`config.mk`:
```
export PLATFORM = sky130hd
export DESIGN_NAME = nmie_core
export DESIGN_NICKNAME = d
export VERILOG_FILES = /design/src/hdl/nmie_pkg.sv /design/src/hdl/nmie_core.sv /design/src/hdl/nmie_edge_latch.sv
export VERILOG_INCLUDE_DIRS = /design/src /design/src/hdl
export SDC_FILE = /design/constraint.sdc
export NUM_CORES = 1
export LEC_CHECK = 0
export ABC_AREA = 1
export CAP_MARGIN = 20
export CORE_MARGIN = 1
export CORE_UTILIZATION = 55
export DETAILED_ROUTE_END_ITERATION = 6
export DONT_BUFFER_PORTS = 1
export PLACE_DENSITY = 0.74
export RECOVER_POWER = 100
export SYNTH_ARGS = -nofsm -noshare
export SYNTH_HDL_FRONTEND = slang
export SYNTH_SLANG_ARGS = --single-unit
```
`constraint.sdc`:
```
create_clock -name mclk -period 2.79 [get_ports mclk]
set_input_delay 0.837 -clock mclk [delete_from_list [all_inputs] [get_ports mclk]]
set_output_delay 0.837 -clock mclk [all_outputs]
set_load 0.005 [all_outputs]
```
`src/hdl/nmie_consts.svh`:
```
`ifndef NMIE_CONSTS_SVH
`define NMIE_CONSTS_SVH

// wishbone register byte addresses
`define NMIE_ADDR_CTRL 8'h00
`define NMIE_ADDR_STATUS 8'h04
`define NMIE_ADDR_SAVEDPC 8'h08
`define NMIE_ADDR_SAVEDPSW 8'h0C
`define NMIE_ADDR_CAUSE 8'h10
`define NMIE_ADDR_PC 8'h14
`define NMIE_ADDR_MREQ 8'h18
`define NMIE_ADDR_MLEVEL 8'h1C
`define NMIE_ADDR_VECTOR 8'h20
`define NMIE_ADDR_DECODE 8'h24
`define NMIE_ADDR_MISAVEDPC 8'h28
`define NMIE_ADDR_MISAVEDPSW 8'h2C

// status word bit positions
`define NMIE_PSW_ID 5
`define NMIE_PSW_EP 6
`define NMIE_PSW_NP 7

// ctrl register bits (write 1 commands except core state bits)
`define NMIE_CTRL_RETURN_FROM_INTERRUPT_OP 0
`define NMIE_CTRL_ABORTABLE 1
`define NMIE_CTRL_ILLEGAL 2
`define NMIE_CTRL_CLRNP 3
`define NMIE_CTRL_ACKMI 4

// vectors and codes
`define NMIE_VEC_NONMASKABLE_REQUEST_ZERO 32'h0000_0010
`define NMIE_VEC_NONMASKABLE_REQUEST_ONE 32'h0000_0020
`define NMIE_VEC_NONMASKABLE_REQUEST_TWO 32'h0000_0030
`define NMIE_VEC_ILLEGAL 32'h0000_0060
`define NMIE_MI_BASE 32'h0000_0340
`define NMIE_MI_STEP 32'h0000_0010
`define NMIE_MI_FIRST 6'h2C
`define NMIE_MI_COUNT 20
`define NMIE_INSN_BYTES 32'h0000_0004
`define NMIE_RESET_PC 32'h0000_0000
`define NMIE_RESET_PSW 32'h0000_0020

`endif

```
`src/hdl/nmie_pkg.sv`:
```
package nmie_pkg;
   typedef enum logic [3:0] {
      NMIE_IDLE = 4'h1,
      NMIE_SERVE0 = 4'h2,
      NMIE_SERVE12 = 4'h4,
      NMIE_SERVEMI = 4'h8
   } nmie_state_t;
endpackage

```
`src/hdl/nmie_core.sv`:
```
// Register access over Wishbone and the register offsets were left to the implementer.
`timescale 1ns/1ps
`include "nmie_consts.svh"

//////////////////////////////////////////////////////////////////////////////
// What this block does
// maskable sources 44..63 vector at 0x340 plus 0x10 per source step.
// equal-level maskable requests resolve by lowest source number first.
// abortable instruction in flight saves its own address, re-executes later.
// illegal opcode saves address plus 4 as restore point.
// nonmaskable requests are taken even with interrupts disabled.
// rising edge on each request pin raises its nonmaskable request.
// simultaneous requests: two over one over zero, lower ones discarded.
// new request zero during zero service waits until return.
// request one waits while in-service flag set, else preempts zero.
// request two preempts request zero service at once.
// only request zero returns correctly; one and two are not restorable.
// request one or two during zero service overwrites saved pc.
// during request one or two service nothing further is accepted.
// entry saves restore address first, then status word.
// entry writes code into upper cause half, lower half kept.
// entry sets in-service and disable flags, clears exception flag, vectors.
// return with exception flag 0, in-service 1 reloads pc and status.
// after request one or two service the system must reset the core.
// nonmaskable requests win over maskable ones in the same cycle.
// each request edge is latched pending until accepted or discarded.
module nmie_core (
   // clock and reset
   input wire logic mclk,
   input wire logic rst,
   // wishbone slave
   input wire logic wb_cyc_i,
   input wire logic wb_stb_i,
   input wire logic wb_we_i,
   input wire logic [7:0] wb_adr_i,
   input wire logic [3:0] wb_sel_i,
   input wire logic [31:0] wb_dat_i,
   output logic [31:0] wb_dat_o,
   output logic wb_ack_o,
   // nonmaskable request pins
   input wire logic [2:0] nmiRequestPin,
   // processor side
   input wire logic [31:0] nextPc,
   input wire logic [31:0] currentPc,
   // entry outputs
   output logic [31:0] programCounter,
   output logic entryTaken,
   output nmie_pkg::nmie_state_t serviceState
);
   import nmie_pkg::*;

   ////////////////////////////////////////////////////////////////////////////
   typedef struct packed {
      nmie_state_t state;
      logic [31:0] pc;
      logic [31:0] program_status_word;
      logic [31:0] savedPc;
      logic [31:0] savedPsw;
      logic [31:0] cause;
      logic [31:0] miSavedPc;
      logic [31:0] miSavedPsw;
      logic [19:0] miReq;
      logic [2:0] miLevel;
      logic [5:0] decodeSrc;
      logic abortable;
      logic entry;
      logic ack;
      logic [31:0] rdata;
      // accepted and discarded sources, cleared in the latch a cycle later;
      // the state change made at acceptance already blocks a second take
      logic [2:0] clearPend;
   } nmie_core_t;

   nmie_core_t st_reg;
   nmie_core_t st_next;
   logic [2:0] pending;

   // maskable vector for a source number (also its exception code)
   function automatic logic [31:0] miVector(input logic [5:0] src);
      logic [31:0] off;
      off = {26'h0, src} - {26'h0, 6'(`NMIE_MI_FIRST)};
      return `NMIE_MI_BASE + (off << 4);
   endfunction

   // nonmaskable vector for a request index
   function automatic logic [31:0] nmiVector(input logic [1:0] idx);
      if (idx == 2'd2) begin
         return `NMIE_VEC_NONMASKABLE_REQUEST_TWO;
      end else if (idx == 2'd1) begin
         return `NMIE_VEC_NONMASKABLE_REQUEST_ONE;
      end else begin
         return `NMIE_VEC_NONMASKABLE_REQUEST_ZERO;
      end
   endfunction

   nmie_edge_latch u_nmie_edge_latch (
      .mclk(mclk),
      .rst(rst),
      .pinIn(nmiRequestPin),
      .clearIn(st_reg.clearPend),
      .pendingOut(pending)
   );

   ////////////////////////////////////////////////////////////////////////////
   always_comb begin
      logic wr;
      logic rd;
      logic [31:0] wdata;
      logic [31:0] restorePc;
      logic take;
      logic [1:0] takeIdx;
      logic doReti;
      logic miTake;
      logic [4:0] miIdx;
      logic [31:0] nmiVec;
      logic [31:0] miVec;
      wr = 1'b0;
      rd = 1'b0;
      wdata = '0;
      restorePc = '0;
      take = 1'b0;
      takeIdx = 2'd0;
      doReti = 1'b0;
      miTake = 1'b0;
      miIdx = 5'd0;
      nmiVec = '0;
      miVec = '0;
      st_next = st_reg;
      st_next.entry = 1'b0;
      st_next.ack = 1'b0;
      st_next.clearPend = 3'b000;

      if (wb_cyc_i && wb_stb_i && !st_reg.ack) begin
         wr = wb_we_i;
         rd = !wb_we_i;
      end
      for (int b = 0; b < 4; b++) begin
         wdata[b*8 +: 8] = wb_sel_i[b] ? wb_dat_i[b*8 +: 8] : 8'h00;
      end

      // restore address: abortable op re-executes, else next instruction
      restorePc = st_reg.abortable ? currentPc : nextPc;

      if (wr) begin
         st_next.ack = 1'b1;
         if (wb_adr_i == `NMIE_ADDR_CTRL) begin
            st_next.abortable = wdata[`NMIE_CTRL_ABORTABLE];
            doReti = wdata[`NMIE_CTRL_RETURN_FROM_INTERRUPT_OP];
            if (wdata[`NMIE_CTRL_CLRNP]) begin
               st_next.program_status_word[`NMIE_PSW_NP] = 1'b0;
            end
            if (wdata[`NMIE_CTRL_ILLEGAL]) begin
               st_next.miSavedPc = currentPc + `NMIE_INSN_BYTES;
               st_next.pc = `NMIE_VEC_ILLEGAL;
            end
            if (wdata[`NMIE_CTRL_ACKMI]) begin
               st_next.program_status_word[`NMIE_PSW_ID] = 1'b0;
            end
         end else if (wb_adr_i == `NMIE_ADDR_MREQ) begin
            st_next.miReq = st_reg.miReq | wdata[19:0];
         end else if (wb_adr_i == `NMIE_ADDR_MLEVEL) begin
            st_next.miLevel = wdata[2:0];
         end else if (wb_adr_i == `NMIE_ADDR_DECODE) begin
            st_next.decodeSrc = wdata[5:0];
         end
      end

      // return from interrupt
      if (doReti) begin
         if (!st_reg.program_status_word[`NMIE_PSW_EP] && st_reg.program_status_word[`NMIE_PSW_NP]) begin
            st_next.pc = st_reg.savedPc;
            st_next.program_status_word = st_reg.savedPsw;
            st_next.state = NMIE_IDLE;
         end else if (!st_reg.program_status_word[`NMIE_PSW_EP]) begin
            st_next.pc = st_reg.miSavedPc;
            st_next.program_status_word = st_reg.miSavedPsw;
            st_next.state = NMIE_IDLE;
         end
      end

      // arbitration, ignores the disable flag
      if (!doReti) begin
         case (st_reg.state)
            NMIE_IDLE, NMIE_SERVEMI: begin
               if (pending[2]) begin
                  take = 1'b1;
                  takeIdx = 2'd2;
               end else if (pending[1]) begin
                  take = 1'b1;
                  takeIdx = 2'd1;
               end else if (pending[0]) begin
                  take = 1'b1;
                  takeIdx = 2'd0;
               end
            end
            NMIE_SERVE0: begin
               if (pending[2]) begin
                  take = 1'b1;
                  takeIdx = 2'd2;
               end else if (pending[1] && !st_reg.program_status_word[`NMIE_PSW_NP]) begin
                  take = 1'b1;
                  takeIdx = 2'd1;
               end
               // request zero stays pending until return // R8
            end
            NMIE_SERVE12: begin
               take = 1'b0;
            end
            default: begin
               take = 1'b0;
            end
         endcase
      end

      if (take) begin
         nmiVec = nmiVector(takeIdx);
         st_next.savedPc = restorePc;
         st_next.savedPsw = st_reg.program_status_word;
         st_next.cause[31:16] = nmiVec[15:0];
         st_next.program_status_word[`NMIE_PSW_NP] = 1'b1;
         st_next.program_status_word[`NMIE_PSW_ID] = 1'b1;
         st_next.program_status_word[`NMIE_PSW_EP] = 1'b0;
         st_next.pc = nmiVec;
         st_next.state = (takeIdx == 2'd0) ? NMIE_SERVE0 : NMIE_SERVE12;
         st_next.entry = 1'b1;
         // accepted source cleared, lower simultaneous ones discarded
         for (int i = 0; i < 3; i++) begin
            if (i <= int'(takeIdx)) begin
               st_next.clearPend[i] = pending[i];
            end
         end
      end else if (st_reg.state == NMIE_IDLE && !st_reg.program_status_word[`NMIE_PSW_ID] &&
                   !st_reg.program_status_word[`NMIE_PSW_NP] && !doReti) begin
         // maskable take only when no nonmaskable is pending
         for (int s = `NMIE_MI_COUNT - 1; s >= 0; s--) begin
            if (st_reg.miReq[s]) begin
               miTake = 1'b1;
               miIdx = 5'(s);
            end
         end
         if (miTake) begin
            st_next.miReq[miIdx] = 1'b0;
            st_next.miSavedPc = restorePc;
            st_next.miSavedPsw = st_reg.program_status_word;
            miVec = miVector(6'(`NMIE_MI_FIRST) + {1'b0, miIdx});
            st_next.cause[15:0] = miVec[15:0];
            st_next.program_status_word[`NMIE_PSW_ID] = 1'b1;
            st_next.program_status_word[`NMIE_PSW_EP] = 1'b0;
            st_next.pc = miVec;
            st_next.state = NMIE_SERVEMI;
            st_next.entry = 1'b1;
         end
      end

      // read mux
      if (rd) begin
         st_next.ack = 1'b1;
         if (wb_adr_i == `NMIE_ADDR_CTRL) begin
            st_next.rdata = {30'h0, st_reg.abortable, 1'b0};
         end else if (wb_adr_i == `NMIE_ADDR_STATUS) begin
            st_next.rdata = st_reg.program_status_word;
         end else if (wb_adr_i == `NMIE_ADDR_SAVEDPC) begin
            st_next.rdata = st_reg.savedPc;
         end else if (wb_adr_i == `NMIE_ADDR_SAVEDPSW) begin
            st_next.rdata = st_reg.savedPsw;
         end else if (wb_adr_i == `NMIE_ADDR_CAUSE) begin
            st_next.rdata = st_reg.cause;
         end else if (wb_adr_i == `NMIE_ADDR_PC) begin
            st_next.rdata = st_reg.pc;
         end else if (wb_adr_i == `NMIE_ADDR_MREQ) begin
            st_next.rdata = {12'h0, st_reg.miReq};
         end else if (wb_adr_i == `NMIE_ADDR_MLEVEL) begin
            st_next.rdata = {25'h0, pending, st_reg.state[3:1], st_reg.miLevel[0]};
         end else if (wb_adr_i == `NMIE_ADDR_VECTOR) begin
            st_next.rdata = miVector(st_reg.decodeSrc);
         end else if (wb_adr_i == `NMIE_ADDR_DECODE) begin
            st_next.rdata = {26'h0, st_reg.decodeSrc};
         end else if (wb_adr_i == `NMIE_ADDR_MISAVEDPC) begin
            st_next.rdata = st_reg.miSavedPc;
         end else if (wb_adr_i == `NMIE_ADDR_MISAVEDPSW) begin
            st_next.rdata = st_reg.miSavedPsw;
         end else begin
            st_next.rdata = '0;
         end
      end
   end

   ////////////////////////////////////////////////////////////////////////////
   always_ff @(posedge mclk) begin
      if (rst) begin
         st_reg.state <= NMIE_IDLE;
         st_reg.pc <= `NMIE_RESET_PC;
         st_reg.program_status_word <= `NMIE_RESET_PSW;
         st_reg.savedPc <= '0;
         st_reg.savedPsw <= '0;
         st_reg.cause <= '0;
         st_reg.miSavedPc <= '0;
         st_reg.miSavedPsw <= '0;
         st_reg.miReq <= '0;
         st_reg.miLevel <= '0;
         st_reg.decodeSrc <= `NMIE_MI_FIRST;
         st_reg.abortable <= 1'b0;
         st_reg.entry <= 1'b0;
         st_reg.ack <= 1'b0;
         st_reg.rdata <= '0;
         st_reg.clearPend <= 3'b000;
      end else begin
         st_reg <= st_next;
      end
   end

   assign wb_ack_o = st_reg.ack;
   assign wb_dat_o = st_reg.rdata;
   assign programCounter = st_reg.pc;
   assign entryTaken = st_reg.entry;
   assign serviceState = st_reg.state;
endmodule // nmie_core

```
`src/hdl/nmie_edge_latch.sv`:
```
`timescale 1ns/1ps
`include "nmie_consts.svh"

// rising-edge detectors with pending latches, capture wins over clear
module nmie_edge_latch (
   // clock and reset
   input wire logic mclk,
   input wire logic rst,
   // request pins
   input wire logic [2:0] pinIn,
   // clear strobes
   input wire logic [2:0] clearIn,
   // pending flags
   output logic [2:0] pendingOut
);
   typedef struct packed {
      logic [2:0] lastPin;
      logic [2:0] pending;
   } nmie_edge_t;

   nmie_edge_t st_reg;
   nmie_edge_t st_next;

   always_comb begin
      logic [2:0] rise;
      rise = pinIn & ~st_reg.lastPin;
      st_next = st_reg;
      st_next.lastPin = pinIn;
      st_next.pending = (st_reg.pending & ~clearIn) | rise;
   end

   always_ff @(posedge mclk) begin
      if (rst) begin
         // a pin already high at release must not read as a fresh edge
         st_reg.lastPin <= pinIn;
         st_reg.pending <= 3'b000;
      end else begin
         st_reg <= st_next;
      end
   end

   assign pendingOut = st_reg.pending;
endmodule // nmie_edge_latch

```
==> out/metrics.yaml <==
syn_avg_cell_area_um2: 7.00
maxCapViolations: 0
drt_iter0_drc: 1915
ys_top_cells_by_area: "dfxtp_1 38%, nand2_1 12%, a21oi_1 7.5%"
route.met2.wl_mm: 20.8
start_util_pct: 55.9
end_kind: "flip-flop"
place.detailed.hpwl_mm: 35.6
grt_pass1_vias: 13100
startpoint: "serviceState[1]"
ys_seq_area_share_pct: 38.2
core_mm2: 0.0260
leakagePower_nw: 6.08
fmax_mhz: 380
syn_area_mm2: 0.0145
fin_nets: 2125
firstDrtPassIters: 7
hp-class: "primary input to flip-flop"
yosys.area.top_type: "dfxtp_1"
synth.most_common_cell: "nand2_1"
cp_slowest_stage_delay_ns: 0.44
critical_path_class: "flip-flop to flip-flop"
cts_buffers: 29
rsz0062_at_grt: "no"
cp_data_arrival_time_ns: 3.08
critPathCapture: "st_reg[151]"
synth_seq_cells: 277
io_buffers: 0
status: "finished, violations left"
hold_viol_final: 0
path_cells: "inv_1, nor3_1, nand3_1, o211ai_1, nand2_4, nand2_1, clkbuf_2, inv_1, buf_6, a22o_1"
ir_drop_mv: 0.418
ant_nets: 0
finalMaxSlewViolations: 0
cts_root_buf: "clkbuf_16"
rr_startpoint: "serviceState[1]"
hold_slack_ns: 0.301
via_count: 14600
place_congestion: 1.02
cts_buffer_depth: 3
ios: 186
synth_top_flop_cell: "dfxtp_1"
r2r_slack_ns: 0.16
reg2regPathDepth: 10
tightest_slew_ns: 1.30
powerDensity_mw_per_mm2: 620
synth_edf_count: 0
drive_above_1_share_pct: 8.11
grt_start_max_net_pins: 115
dieArea_mm2: 0.0271
cts_tree: "built"
clkLatencyLatePin_ns: 0.56
min_period_ns: 2.63
diodes: 0
synthArstFlopShare_pct: 0
clock-sinks: 277
route.top_layer_used: "met4"
reg2reg_to: "st_reg[151]"
rows: 59
skew_ns: 0.0115
grt_pass1_wl_mm: 74.8
postCtsHoldBufs: 0
wl_per_cell_um: 21.0
via_per_inst: 6.20
met3WireLength_mm: 7.19
grt-ovfl-total: 0
max_slew_margin_pct: 13.3
die_h_um: 165
yosysWarnings: 0
crit_fanout: 28
cpMostUsedCell: "inv_1"
largest_reg_flops: 201
grt_util_all_layers_pct: 36.3
ys_types: 50
drc: 2
drt_wl_total_mm: 49.6
violations: "DRC"
finalSetupViolCount: 0
syn_nets: 2197
syn_to_final_growth_pct: 7.59
clkTransAtPathRegs_ns: 0.06
post-route-util_pct: 60.1
die_w_um: 165
required_ns: 3.24
synth_cells: 2074
cts_htree_levels: 1
fin_crit_sh_pct: 94.4
cp-start-kind: "flip-flop"
wl_met1_mm: 20.0
yosys-top-cells-count: "472 x nand2_1, 277 x dfxtp_1, 219 x a21oi_1"
netlist.area_leader.share_pct: 38.2
worst_path_max_delay_cell: "dfxtp_1"
grt_antenna_before_repair: 0
report_power, final:
group / leakage, nW / internal (mW) / switching, mW
sequential: 2.24 / 4.14 / 0.213
clock: 0.493 / 2.41 / 1.63
combinational: 3.34 / 0.371 / 0.921
total: 6.08 / 6.92 / 2.76
per-layer routing:
metal | vias up | GRT usage (%)
li1 | 6807 | -
met2 | 945 | 54.0
met4 | 0 | 11.6
met5 | - | 0
met3 | 130 | 12.5
met1 | 6735 | 48.9
logic make-up (layout without fill, tap and decap cells):
| logic type | after synthesis | count (layout) | synth area share [%] |
|---|---|---|---|
| xor+xnor | 20 | 20 | 1.21 |
| compound gates | 646 | 646 | 25.9 |
| flops | 277 | 277 | 38.2 |
| buf+inv | 419 | 367 | 12.9 |
| mux | 10 | 10 | 0.689 |
| simple gates | 695 | 695 | 20.5 |
| fa+ha+maj | 7 | 7 | 0.603 |
worst max-delay path: cells and delay by family, from the launching register on:
| kind | cells | cell delay (ns) |
|---|---|---|
| AO/OA/AOI/OAI | 2 | 0.37 |
| flip-flops | 1 | 0.44 |
| buffers and inverters | 4 | 0.93 |
| AND/OR/NAND/NOR | 4 | 0.77 |
final cells by class:
class | instances | area (um^2)
Clock buffer | 42 | 865
Sequential cell | 277 | 5550
Fill cell | 2432 | 10400
Tap cell | 335 | 419
Timing Repair Buffer | 91 | 759
Inverter | 225 | 845
Clock inverter | 9 | 124
Multi-Input combinational cell | 1378 | 7070
placed cells by master, fill, tap and decap left out, types with 39 or more instances in the layout:
cell type | synthesis | routed
a21oi_1 | 219 | 219
buf_4 | 70 | 52
dfxtp_1 | 277 | 275
inv_1 | 216 | 218
nand2_1 | 472 | 472
nand3_1 | 56 | 57
nor2_1 | 87 | 88
o211ai_1 | 39 | 39
o21ai_0 | 212 | 212
o22ai_1 | 57 | 57
per-stage QoR:
step	power (mW)	TNS (ns)	worst slack, ns	cell area, um^2	cells
after floorplan	5.22	0	0.292	14500	2074
after global placement	5.69	0	0.0426	14800	2306
after detailed placement	5.72	-0.00460	-0.00460	14800	2306
after CTS	9.70	0	0.180	15800	2357
after global routing	9.95	0	0.0454	15600	2357
final	9.69	0	0.155	15600	2357
worst min-delay path by stage:
stage / startpoint / to / slack [ns] / cells after the start
after floorplan: st_reg[1] / u_nmie_edge_latch.pendingOut[1] / 0.40 / 1
after global placement: st_reg[1] / u_nmie_edge_latch.pendingOut[1] / 0.40 / 1
after detailed placement: st_reg[1] / u_nmie_edge_latch.pendingOut[1] / 0.41 / 1
after CTS: nmiRequestPin[2] / u_nmie_edge_latch.st_reg[5] / 0.29 / 0
after global routing: nmiRequestPin[0] / u_nmie_edge_latch.st_reg[3] / 0.29 / 0
final: nmiRequestPin[2] / u_nmie_edge_latch.st_reg[5] / 0.30 / 0
repair_timing:
| action | in CTS | in global routing |
|---|---|---|
| resized for setup | 0 | 1 |
| endpoints found under the setup margin | 0 | 8 |
| buffers inserted | 0 | 0 |
Power figures use the tool's default switching activity.
